### src/tws_defines.vh
// Constants for the two-wire slave transmitter
// Notes on behaviour
// - Match upper seven address bits, else ignore
// - Address LSB enables general call 00h
// - Read bit selects transmit, else address acknowledged then ignored
// - Own address read acknowledged gives A8h
// - Lost arbitration then addressed for read gives B0h
// - Acknowledge enable zero marks final byte
// - Non-final byte acknowledged by master gives B8h
// - Final byte ends in C0h or C8h
// - After C8h ignore master, data released
// - Acknowledge enable zero blocks address recognition
// - Reply without acknowledge enable disables recognition
// - Reply with acknowledge enable restores recognition
// - Start request reply to C0h or C8h issues START when free
// - Status reads F8h while flag clear
// - Misplaced START/STOP gives 00h, stop recovers
`ifndef TWS_DEFINES_VH
`define TWS_DEFINES_VH

// Register byte offsets
`define TWS_OFS_ADDR      4'h0
`define TWS_OFS_CTRL      4'h4
`define TWS_OFS_STAT      4'h8
`define TWS_OFS_DATA      4'hC

// Control field positions
`define TWS_CTRL_IFEN     6
`define TWS_CTRL_START    5
`define TWS_CTRL_STOP     4
`define TWS_CTRL_FLAG     3
`define TWS_CTRL_ACKEN    2

// Reset values
`define TWS_RST_ADDR      8'h00
`define TWS_RST_DATA      8'h00

// Status codes
`define TWS_ST_OWN_W      8'h60
`define TWS_ST_LOST_W     8'h68
`define TWS_ST_GC_W       8'h70
`define TWS_ST_LOST_GC    8'h78
`define TWS_ST_OWN_R      8'hA8
`define TWS_ST_LOST_R     8'hB0
`define TWS_ST_TX_ACK     8'hB8
`define TWS_ST_TX_NACK    8'hC0
`define TWS_ST_LAST_ACK   8'hC8
`define TWS_ST_NONE       8'hF8
`define TWS_ST_BUS_ERR    8'h00

// General call address byte
`define TWS_GC_ADDR       8'h00

`endif

### src/tws_slave_tx.v
// Two-wire slave transmitter with Wishbone registers
//
// Implementation choices: the address map and register access over Wishbone.
`timescale 1ns/1ps
`include "tws_defines.vh"
module tws_slave_tx (
	// Clock and reset
	input  wire        clk_i,
	input  wire        rst_i,
	// Wishbone slave
	input  wire        wb_cyc_i,
	input  wire        wb_stb_i,
	input  wire        wb_we_i,
	input  wire [3:0]  wb_adr_i,
	input  wire [3:0]  wb_sel_i,
	input  wire [31:0] wb_dat_i,
	output reg  [31:0] wb_dat_o,
	output reg         wb_ack_o,
	// Two-wire bus pins
	input  wire        scl_i,
	output reg         scl_o,
	output reg         scl_oe_o,
	input  wire        sda_i,
	output reg         sda_o,
	output reg         sda_oe_o,
	// Master logic handshake
	input  wire        arb_lost_i,
	output reg         start_gen_o
);

	localparam [7:0] S_IDLE = 8'h01;
	localparam [7:0] S_ADDR = 8'h02;
	localparam [7:0] S_AACK = 8'h04;
	localparam [7:0] S_TX   = 8'h08;
	localparam [7:0] S_RACK = 8'h10;
	localparam [7:0] S_HOLD = 8'h20;
	localparam [7:0] S_IGN  = 8'h40;
	localparam [7:0] S_BERR = 8'h80;

	reg  [7:0] own_address_reg;
	reg  [7:0] serial_data_reg;
	reg  [7:0] status_code_reg;
	reg        iface_enable_reg;
	reg        ack_enable_reg;
	reg        start_request_reg;
	reg        stop_request_reg;
	reg        flag_reg;
	reg  [7:0] state_reg;
	reg  [7:0] shift_reg;
	reg  [2:0] cnt_reg;
	reg        bdone_reg;
	reg        rd_reg;
	reg        gc_reg;
	reg        lost_reg;
	reg        last_reg;
	reg        mack_reg;
	reg        end_reg;
	reg        start_pend_reg;
	reg        busy_reg;
	reg        scl_d_reg;
	reg        sda_d_reg;
	wire [1:0] pins_sync;
	wire       scl_s;
	wire       sda_s;
	wire       scl_rise;
	wire       scl_fall;
	wire       start_ev;
	wire       stop_ev;
	wire       wb_req;
	wire       wr_ctrl;
	wire       sw_clr;
	wire       own_hit;
	wire       gc_hit;
	wire       illegal;
	wire [7:0] stat_view;

	// Address-phase status code
	function [7:0] addr_code;
		input rd;
		input gc;
		input lost;
		begin
			if (rd)
				addr_code = lost ? `TWS_ST_LOST_R : `TWS_ST_OWN_R;
			else if (gc)
				addr_code = lost ? `TWS_ST_LOST_GC : `TWS_ST_GC_W;
			else
				addr_code = lost ? `TWS_ST_LOST_W : `TWS_ST_OWN_W;
		end
	endfunction

	tws_sync2 #(
		.WIDTH(2)
	) u_sync (
		.clk_i   (clk_i),
		.rst_i   (rst_i),
		.async_i ({scl_i, sda_i}),
		.sync_o  (pins_sync)
	);

	assign scl_s    = pins_sync[1];
	assign sda_s    = pins_sync[0];
	assign scl_rise = scl_s & ~scl_d_reg;
	assign scl_fall = ~scl_s & scl_d_reg;
	assign start_ev = scl_s & scl_d_reg & sda_d_reg & ~sda_s;
	assign stop_ev  = scl_s & scl_d_reg & ~sda_d_reg & sda_s;

	assign wb_req  = wb_cyc_i & wb_stb_i & wb_ack_o;
	assign wr_ctrl = wb_req & wb_we_i & wb_sel_i[0] & (wb_adr_i == `TWS_OFS_CTRL);
	assign sw_clr  = wr_ctrl & wb_dat_i[`TWS_CTRL_FLAG];

	assign own_hit = ack_enable_reg & (shift_reg[7:1] == own_address_reg[7:1]);
	assign gc_hit  = ack_enable_reg & own_address_reg[0] & (shift_reg == `TWS_GC_ADDR);

	assign illegal = ((state_reg == S_ADDR) & ((cnt_reg != 3'h0) | bdone_reg))
		| (state_reg == S_AACK) | (state_reg == S_TX) | (state_reg == S_RACK);

	assign stat_view = flag_reg ? status_code_reg : `TWS_ST_NONE;

	// Wishbone answer one cycle after request
	always @(posedge clk_i) begin
		if (rst_i) begin
			wb_ack_o <= 1'b0;
			wb_dat_o <= 32'h0000_0000;
		end else begin
			wb_ack_o <= wb_cyc_i & wb_stb_i & ~wb_ack_o;
			case (wb_adr_i)
				`TWS_OFS_ADDR: wb_dat_o <= {24'h00_0000, own_address_reg};
				`TWS_OFS_CTRL: wb_dat_o <= {25'h000_0000, iface_enable_reg,
					start_request_reg, stop_request_reg, flag_reg, ack_enable_reg, 2'h0};
				`TWS_OFS_STAT: wb_dat_o <= {24'h00_0000, stat_view};
				`TWS_OFS_DATA: wb_dat_o <= {24'h00_0000, serial_data_reg};
				default:       wb_dat_o <= 32'h0000_0000;
			endcase
		end
	end

	// Software-owned registers
	always @(posedge clk_i) begin
		if (rst_i) begin
			own_address_reg   <= `TWS_RST_ADDR;
			serial_data_reg   <= `TWS_RST_DATA;
			iface_enable_reg  <= 1'b0;
			ack_enable_reg    <= 1'b0;
			start_request_reg <= 1'b0;
		end else if (wb_req & wb_we_i & wb_sel_i[0]) begin
			if (wb_adr_i == `TWS_OFS_ADDR)
				own_address_reg <= wb_dat_i[7:0];
			if (wb_adr_i == `TWS_OFS_DATA)
				serial_data_reg <= wb_dat_i[7:0];
			if (wb_adr_i == `TWS_OFS_CTRL) begin
				iface_enable_reg  <= wb_dat_i[`TWS_CTRL_IFEN];
				ack_enable_reg    <= wb_dat_i[`TWS_CTRL_ACKEN];
				start_request_reg <= wb_dat_i[`TWS_CTRL_START];
			end
		end
	end

	// Bus busy tracking and deferred START
	always @(posedge clk_i) begin
		if (rst_i) begin
			scl_d_reg      <= 1'b1;
			sda_d_reg      <= 1'b1;
			busy_reg       <= 1'b0;
			start_pend_reg <= 1'b0;
			start_gen_o    <= 1'b0;
			end_reg        <= 1'b0;
		end else begin
			scl_d_reg   <= scl_s;
			sda_d_reg   <= sda_s;
			start_gen_o <= 1'b0;
			if (start_ev)
				busy_reg <= 1'b1;
			else if (stop_ev)
				busy_reg <= 1'b0;
			if (end_reg & ~flag_reg) begin
				end_reg        <= 1'b0;
				start_pend_reg <= start_request_reg;
			end else if (start_pend_reg & ~busy_reg & iface_enable_reg) begin
				start_pend_reg <= 1'b0;
				start_gen_o    <= 1'b1;
			end
			if (state_reg == S_RACK && scl_fall && bdone_reg && !(mack_reg && !last_reg))
				end_reg <= 1'b1;
		end
	end

	// Protocol engine, flag and status
	always @(posedge clk_i) begin
		if (rst_i) begin
			state_reg        <= S_IDLE;
			shift_reg        <= 8'h00;
			cnt_reg          <= 3'h0;
			bdone_reg        <= 1'b0;
			rd_reg           <= 1'b0;
			gc_reg           <= 1'b0;
			lost_reg         <= 1'b0;
			last_reg         <= 1'b0;
			mack_reg         <= 1'b0;
			flag_reg         <= 1'b0;
			stop_request_reg <= 1'b0;
			status_code_reg  <= `TWS_ST_NONE;
			scl_o            <= 1'b0;
			sda_o            <= 1'b0;
			scl_oe_o         <= 1'b0;
			sda_oe_o         <= 1'b0;
		end else begin
			if (sw_clr)
				flag_reg <= 1'b0;
			if (wr_ctrl)
				stop_request_reg <= wb_dat_i[`TWS_CTRL_STOP];
			if (arb_lost_i)
				lost_reg <= 1'b1;
			if (!iface_enable_reg) begin
				state_reg <= S_IDLE;
				scl_oe_o  <= 1'b0;
				sda_oe_o  <= 1'b0;
			end else if ((start_ev | stop_ev) & illegal) begin
				state_reg       <= S_BERR;
				status_code_reg <= `TWS_ST_BUS_ERR;
				flag_reg        <= 1'b1;
				scl_oe_o        <= 1'b0;
				sda_oe_o        <= 1'b0;
			end else if (start_ev & (state_reg != S_BERR) & (state_reg != S_HOLD)) begin
				state_reg <= S_ADDR;
				cnt_reg   <= 3'h0;
				bdone_reg <= 1'b0;
				sda_oe_o  <= 1'b0;
			end else if (stop_ev & (state_reg != S_BERR) & (state_reg != S_HOLD)) begin
				state_reg <= S_IDLE;
				lost_reg  <= 1'b0;
				sda_oe_o  <= 1'b0;
			end else begin
				case (state_reg)
					S_ADDR: begin
						if (scl_rise) begin
							shift_reg <= {shift_reg[6:0], sda_s};
							cnt_reg   <= cnt_reg + 3'h1;
							bdone_reg <= (cnt_reg == 3'h7);
						end else if (scl_fall & bdone_reg) begin
							bdone_reg <= 1'b0;
							if (own_hit | gc_hit) begin
								rd_reg    <= shift_reg[0] & own_hit;
								gc_reg    <= gc_hit;
								sda_oe_o  <= 1'b1;
								state_reg <= S_AACK;
							end else begin
								state_reg <= S_IGN;
							end
						end
					end
					S_AACK: begin
						if (scl_fall) begin
							sda_oe_o        <= 1'b0;
							flag_reg        <= 1'b1;
							lost_reg        <= 1'b0;
							status_code_reg <= addr_code(rd_reg, gc_reg, lost_reg);
							if (rd_reg) begin
								scl_oe_o  <= 1'b1;
								state_reg <= S_HOLD;
							end else begin
								state_reg <= S_IGN;
							end
						end
					end
					S_HOLD: begin
						if (!flag_reg) begin
							last_reg  <= ~ack_enable_reg;
							shift_reg <= {serial_data_reg[6:0], 1'b1};
							sda_oe_o  <= ~serial_data_reg[7];
							cnt_reg   <= 3'h0;
							state_reg <= S_TX;
						end
					end
					S_TX: begin
						scl_oe_o <= 1'b0;
						if (scl_fall) begin
							cnt_reg <= cnt_reg + 3'h1;
							if (cnt_reg == 3'h7) begin
								sda_oe_o  <= 1'b0;
								bdone_reg <= 1'b0;
								state_reg <= S_RACK;
							end else begin
								sda_oe_o  <= ~shift_reg[7];
								shift_reg <= {shift_reg[6:0], 1'b1};
							end
						end
					end
					S_RACK: begin
						if (scl_rise) begin
							mack_reg  <= ~sda_s;
							bdone_reg <= 1'b1;
						end else if (scl_fall & bdone_reg) begin
							bdone_reg <= 1'b0;
							flag_reg  <= 1'b1;
							if (mack_reg & ~last_reg) begin
								status_code_reg <= `TWS_ST_TX_ACK;
								scl_oe_o        <= 1'b1;
								state_reg       <= S_HOLD;
							end else if (~mack_reg) begin
								status_code_reg <= `TWS_ST_TX_NACK;
								state_reg       <= S_IGN;
							end else begin
								status_code_reg <= `TWS_ST_LAST_ACK;
								state_reg       <= S_IGN;
							end
						end
					end
					S_BERR: begin
						if (!flag_reg & stop_request_reg) begin
							stop_request_reg <= 1'b0;
							state_reg        <= S_IDLE;
						end
					end
					S_IDLE, S_IGN: begin
						sda_oe_o <= 1'b0;
						scl_oe_o <= 1'b0;
					end
					default: begin
						state_reg <= S_IDLE;
					end
				endcase
			end
		end
	end

endmodule // tws_slave_tx

### src/tws_sync2.v
// Two-flop synchroniser for bus pins
`timescale 1ns/1ps
module tws_sync2 #(
	parameter WIDTH = 2
) (
	// Clock and reset
	input  wire             clk_i,
	input  wire             rst_i,
	// Pins in, synchronised out
	input  wire [WIDTH-1:0] async_i,
	output reg  [WIDTH-1:0] sync_o
);

	reg [WIDTH-1:0] meta_reg;

	// Idle bus reads high
	always @(posedge clk_i) begin
		if (rst_i) begin
			meta_reg <= {WIDTH{1'b1}};
			sync_o   <= {WIDTH{1'b1}};
		end else begin
			meta_reg <= async_i;
			sync_o   <= meta_reg;
		end
	end

endmodule // tws_sync2
### config.mk
export PLATFORM = sky130hd
export DESIGN_NAME = tws_slave_tx
export DESIGN_NICKNAME = d
export VERILOG_FILES = /design/src/tws_slave_tx.v /design/src/tws_sync2.v
export VERILOG_INCLUDE_DIRS = /design/src
export SDC_FILE = /design/constraint.sdc
export NUM_CORES = 1
export LEC_CHECK = 0
export ABC_AREA = 1
export BUFFER_PORTS_ARGS = -buffer_cell sky130_fd_sc_hd__buf_4
export CAP_MARGIN = 10
export CORE_ASPECT_RATIO = 0.7
export CORE_MARGIN = 2
export CORE_UTILIZATION = 45
export DETAILED_ROUTE_END_ITERATION = 6
export PLACE_DENSITY = 0.71
export SLEW_MARGIN = 20
export SYNTH_ARGS = -nofsm -noshare
export SYNTH_HDL_FRONTEND = slang
export SYNTH_SLANG_ARGS = --single-unit
### constraint.sdc
create_clock -name clk_i -period 3.4 [get_ports clk_i]
set_clock_uncertainty 0.05 [all_clocks]
set_input_delay 0.34 -clock clk_i [delete_from_list [all_inputs] [get_ports clk_i]]
set_output_delay 0.34 -clock clk_i [all_outputs]
set_load 0.005 [all_outputs]
# Word-level counts from Yosys, hierarchy flattened
# Cells that the tools add are included.
[word_totals]
reg_bits = 99
input_bits = 48
out_inout_bits = 38
elab_cells = 279
[op_classes]
n_addsub = 1
n_eq_ne = 59
n_mux = 95
bitwise = 53
n_reduce_logical = 40
[ops]
columns = ["operator", "n"]
rows = [
  ["two-way mux 8 bit", 24],
  ["one-hot mux 8 bit (7 select lines)", 1],
  ["two-way mux 1 bit", 48],
  ["one-hot mux 8 bit (4 select lines)", 1],
  ["AND 1 bit", 30],
  ["AND reduction 10 bit", 3],
  ["two-way mux 7 bit", 4],
  ["!= test 2 bit (second input constant)", 12],
  ["one-hot mux 8 bit (3 select lines)", 1],
  ["AND reduction 7 bit", 3],
  ["!= test 5 x 2 -> 1 bit (second input constant)", 4],
  ["AND reduction 6 bit", 3],
  ["NOT 1 bit", 17],
  ["!= test 4 x 2 -> 1 bit (second input constant)", 4],
  ["one-hot mux 8 bit (2 select lines)", 1],
  ["AND reduction 8 bit", 2],
  ["two-way mux 3 bit", 5],
  ["!= test 5 x 1 -> 1 bit (second input constant)", 3],
  ["two-way mux 4 bit", 3],
  ["!= test 3 x 2 -> 1 bit (second input constant)", 4],
  ["!= test 4 x 1 -> 1 bit (second input constant)", 3],
  ["!= test 4 bit (second input constant)", 3],
  ["nonzero test 3 bit", 4],
  ["two-way mux 5 bit", 2],
  ["other kinds (36)", 63],
]

# Depth between registers and ports, before layout
[logic_depth]
ltp_word = 14
mapped_depth = 13

# Hierarchy
# Synthesis repeated with hierarchy kept, for this count alone.
[hier_totals]
hier_cells = 600
area_unflattened_um2 = 4015.1
[modules_own_cells]
columns = ["mod", "instances", "cells_each", "area_each_um2", "seq_area_each_um2"]
rows = [
  ["tws_slave_tx", 1, 587, 3898.7, 1361.3],
  ["tws_sync2", 1, 13, 116.4, 80.1],
]

# Least setup slack after synthesis
# Ideal clock, no wire load.
[synth_timing]
path_kind = "input port to flip-flop"
startpoint = "input port wb_adr_i[1]"
endpoint = "register own_address_reg[4]"
t_arrival_ps = 1370
t_required_ps = 3231
slack_ps = 1860
cell_stages = 9
path_cell_list = "nor2_1 -> inv_1 -> nor3_4 -> inv_2 -> nor2_2 -> inv_2 -> buf_2 -> o21ai_1 -> a21oi_1"
[synth_between]
elab_chain_cells = 2
[synth_rtl]
columns = ["item", "line", "source"]
rows = [
  ["start: declaration", "tws_slave_tx.v:14", "input wire [3:0] wb_adr_i,"],
  ["zero test 4 bit", "-", ""],
  ["AND reduction 2 bit (no source line)", "-", ""],
  ["end signal: assignment", "tws_slave_tx.v:141", "own_address_reg <= `TWS_RST_ADDR;"],
  ["end signal: assignment", "tws_slave_tx.v:148", "own_address_reg <= wb_dat_i[7:0];"],
  ["end: declaration", "tws_slave_tx.v:40", "reg [7:0] own_address_reg;"],
]
# Every way passes these cells.
# A chain may end at the register's enable or synchronous reset.

# Worst setup path after layout
[layout_timing]
startpoint = "register state_reg[7]"
endpoint = "register shift_reg[4]"
[layout_between]
elab_chain_cells = 8
elab_cells_between_ends = 26
[layout_rtl]
columns = ["item", "line", "source"]
rows = [
  ["start: declaration", "tws_slave_tx.v:48", "reg [7:0] state_reg;"],
  ["start signal: assignment", "tws_slave_tx.v:191", "state_reg <= S_IDLE;"],
  ["start signal: assignment", "tws_slave_tx.v:215", "state_reg <= S_IDLE;"],
  ["start signal: assignment", "tws_slave_tx.v:219", "state_reg <= S_BERR;"],
  ["equality test 8 x 2 -> 1 bit", "tws_slave_tx.v:115, tws_slave_tx.v:234", ""],
  ["AND 1 bit", "tws_slave_tx.v:115", "assign illegal = ((state_reg == S_ADDR) & ((cnt_reg != 3'h0) | bdone_reg))"],
  ["bitwise OR 1 bit (3 in series)", "tws_slave_tx.v:116", "| (state_reg == S_AACK) | (state_reg == S_TX) | (state_reg == S_RACK);"],
  ["AND 1 bit", "tws_slave_tx.v:218", "end else if ((start_ev | stop_ev) & illegal) begin"],
  ["NOT 1 bit (no source line)", "-", ""],
  ["AND reduction 9 bit (no source line)", "-", ""],
  ["end signal: assignment", "tws_slave_tx.v:237", "shift_reg <= {shift_reg[6:0], sda_s};"],
  ["end signal: assignment", "tws_slave_tx.v:269", "shift_reg <= {serial_data_reg[6:0], 1'b1};"],
  ["end signal: assignment", "tws_slave_tx.v:285", "shift_reg <= {shift_reg[6:0], 1'b1};"],
  ["end: declaration", "tws_slave_tx.v:49", "reg [7:0] shift_reg;"],
]
# Several ways; a longest one is shown, not always the timed one.

==> impl_metrics.py <==
metrics = {
    "routing": {
        "first_iter_violations": 292,
        "wire_per_inst_um": 14.8,
        "drt-total-wl_mm": 10.9,
        "ant_nets": 0,
        "route.detailed.drc": 0,
        "drt_first_pass_iters": 6,
        "vias": 3838,
        "vias_per_cell": 5.19,
    },
    "sta": {
        "final-hold-violation-count": 0,
        "period_needed_ns": 2.05,
        "setup_tns_ns": 0,
        "slew_headroom": 0.423,
        "max_slew.worst_pin.slew_ns": 0.865,
        "max_freq_ghz": 0.488,
        "finalCritPeriodShare": 0.603,
        "setup_viol": 0,
        "fin_ws_ns": 1.35,
        "maxSlewViolCount": 0,
        "rsz0062_at_grt": "no",
    },
    "die": {
        "die_x_um": 119,
        "start_util": 0.462,
        "rows": 29,
        "coreArea_um2": 9030,
        "die-height_um": 84.6,
        "ios": 86,
        "die-area_um2": 10100,
    },
    "clock_network": {
        "root_buffer": "clkbuf_16",
        "clk_latency_ns": 0.33,
        "cts_resized": 0,
        "cts_buffer_depth": 2,
        "cts_tree": "done",
        "cts_max_level": 3,
        "clk_pin_slew_ns": 0.06,
        "holdBufCountCts": 0,
        "clock-sinks": 72,
        "post_cts_buffers": 0,
        "cts_made_buffers": 9,
    },
    "cells_and_area": {
        "fin_area_um2": 4710,
        "antennaDiodeCount": 0,
        "syn_to_final_growth_pct": 12.9,
        "n_fill_cell": 896,
        "fin_nets": 661,
        "layout-drive-gt1-share": 0.221,
    },
    "setup_path": {
        "worstPathRequired_ns": 3.56,
        "cp-end-kind": "flop",
        "crit_type": "reg2reg",
        "slowest_delay_ns": 0.38,
        "cp-start-kind": "flop",
        "cp_max_fo": 22,
        "cp.arrival_ns": 2.21,
        "worstPathCellList": "inv_2 -> nand2_1 -> nor2_2 -> nand2_4 -> inv_2 -> nor2_2 -> nor2_2 -> nand2_2 -> o21ai_0 -> a21oi_1",
        "cp_slowest_cell": "dfxtp_1",
        "cp_common_cell": "nor2_2",
    },
    "power_and_ir_drop": {
        "p_leak_nw": 2.09,
        "power_mw": 1.97,
        "ir_worst_vdd_mv": 0.271,
        "cellPowerDensity_nw_per_um2": 417,
    },
    "global_routing": {
        "grt_usage": 0.222,
        "gr-total-overflow": 0,
        "grt_start_max_net_pins": 32,
        "antenna_found_initial": 0,
        "grt_pass1_wl_mm": 17.8,
        "grt_pass1_vias": 3541,
    },
    "synth": {
        "synthDistinctLibCells": 45,
        "ys_seq_area_frac": 0.345,
        "synthTopCellsByArea": "dfxtp_1 35%, nand2_1 9.6%, inv_1 5.8%",
        "synth.avg_cell_area_um2": 7.20,
        "ys_warn_count": 0,
        "yosysTopAreaCell": "dfxtp_1",
        "postSynth.asyncResetShare": 0,
        "ys.flop_type": "dfxtp_1",
        "synth_edf_count": 0,
        "synth-seq-cells": 72,
        "syn_inst": 580,
        "yosysTopAreaCellShare": 0.345,
        "syn-cell-area_um2": 4180,
    },
    "placement": {
        "place_congestion": 0.943,
        "dpl_worst_slack_ns": 1.40,
        "io_buffers": 32,
        "post_dp_cell_area_um2": 4390,
        "dpl.hpwl_mm": 8.17,
    },
    "worst_hold_path": {
        "worstHoldPathType": "in2reg",
    },
    "run_status": {
        "status": "complete, no violations",
    },
    "job": {
        "maxCapViolCount": 0,
    },
}
## worst paths after layout
path / to / depth (start not counted) / slack (ns) / startpoint
setup / recovery: shift_reg[4] / 10 / 1.35 / state_reg[7]
hold reg to reg: u_sync.sync_o[1] / 1 / 0.36 / u_sync.meta_reg[1]
hold / removal: u_sync.meta_reg[1] / 2 / 0.14 / scl_i
setup reg to reg: shift_reg[4] / 10 / 1.35 / state_reg[7]
## cells by family after synthesis
family,synth area share
adders and majority gates,0.00899
AOI/OAI and AO/OA,0.163
and+or+nand+nor,0.342
xor gates and xnor gates,0.00210
other,0.000898
buffers and inverters,0.138
DFF,0.345
## cell usage after synthesis, drive strengths merged (2+ instances only)
library cell / n
nand2: 131
inv: 78
dfxtp: 72
nor2: 71
o21ai: 54
a21oi: 50
nand3: 41
buf: 33
nor3: 11
nand4: 7
clkbuf: 6
a221oi: 4
or2: 4
ha: 3
nand3b: 2
o211ai: 2
o22ai: 2
## metal layers
metal  part of all wire  vias up  GRT usage
met5                  0        -          0
met4              0.014        0     0.0606
met3              0.084       13     0.0482
met2               0.41      161      0.320
met1               0.49     1782      0.333
li1                   -     1882          -
## final cells by class
class	count	area (um2)	area share
Multi-Input combinational cell	416	2250	0.478
Sequential cell	72	1440	0.306
Inverter	78	298	0.0632
Timing Repair Buffer	33	248	0.0525
Clock buffer	9	225	0.0478
Tap cell	124	155	0.0329
Clock inverter	7	95.1	0.0202
## critical path: cells and delay by family (launching register included)
kind,cells,cell delay (ns)
compound gates,2,0.29
simple gates,6,0.88
buf+inv,2,0.30
flops,1,0.38
## report_power, final
group	leakage (nW)	switching [mW]	internal, mW
clock network	0.156	0.382	0.644
registers	0.582	0.00325	0.849
logic	1.35	0.0545	0.0327
total	2.09	0.440	1.53
## through the flow
step / hold slack (ns) / cells / utilization
2_1_floorplan: 0.339 / 605 / -
3_3_place_gp: 0.347 / 723 / 0.486
3_5_place_dp: 0.346 / 723 / 0.486
4_1_cts: 0.132 / 739 / 0.522
5_1_grt: 0.140 / 739 / 0.522
6_report: 0.135 / 739 / 0.522
## cells in the final DEF (no fill, tap or decap), drive strengths merged, types with 9 or more instances in the layout
master	instances
nor3	11
o21ai	54
nand2	131
nand3	41
buf	33
inv	79
a21oi	50
nor2	71
clkbuf	9
conb	26
dfxtp	72
Note: power is estimated with default switching activity, not from simulation.
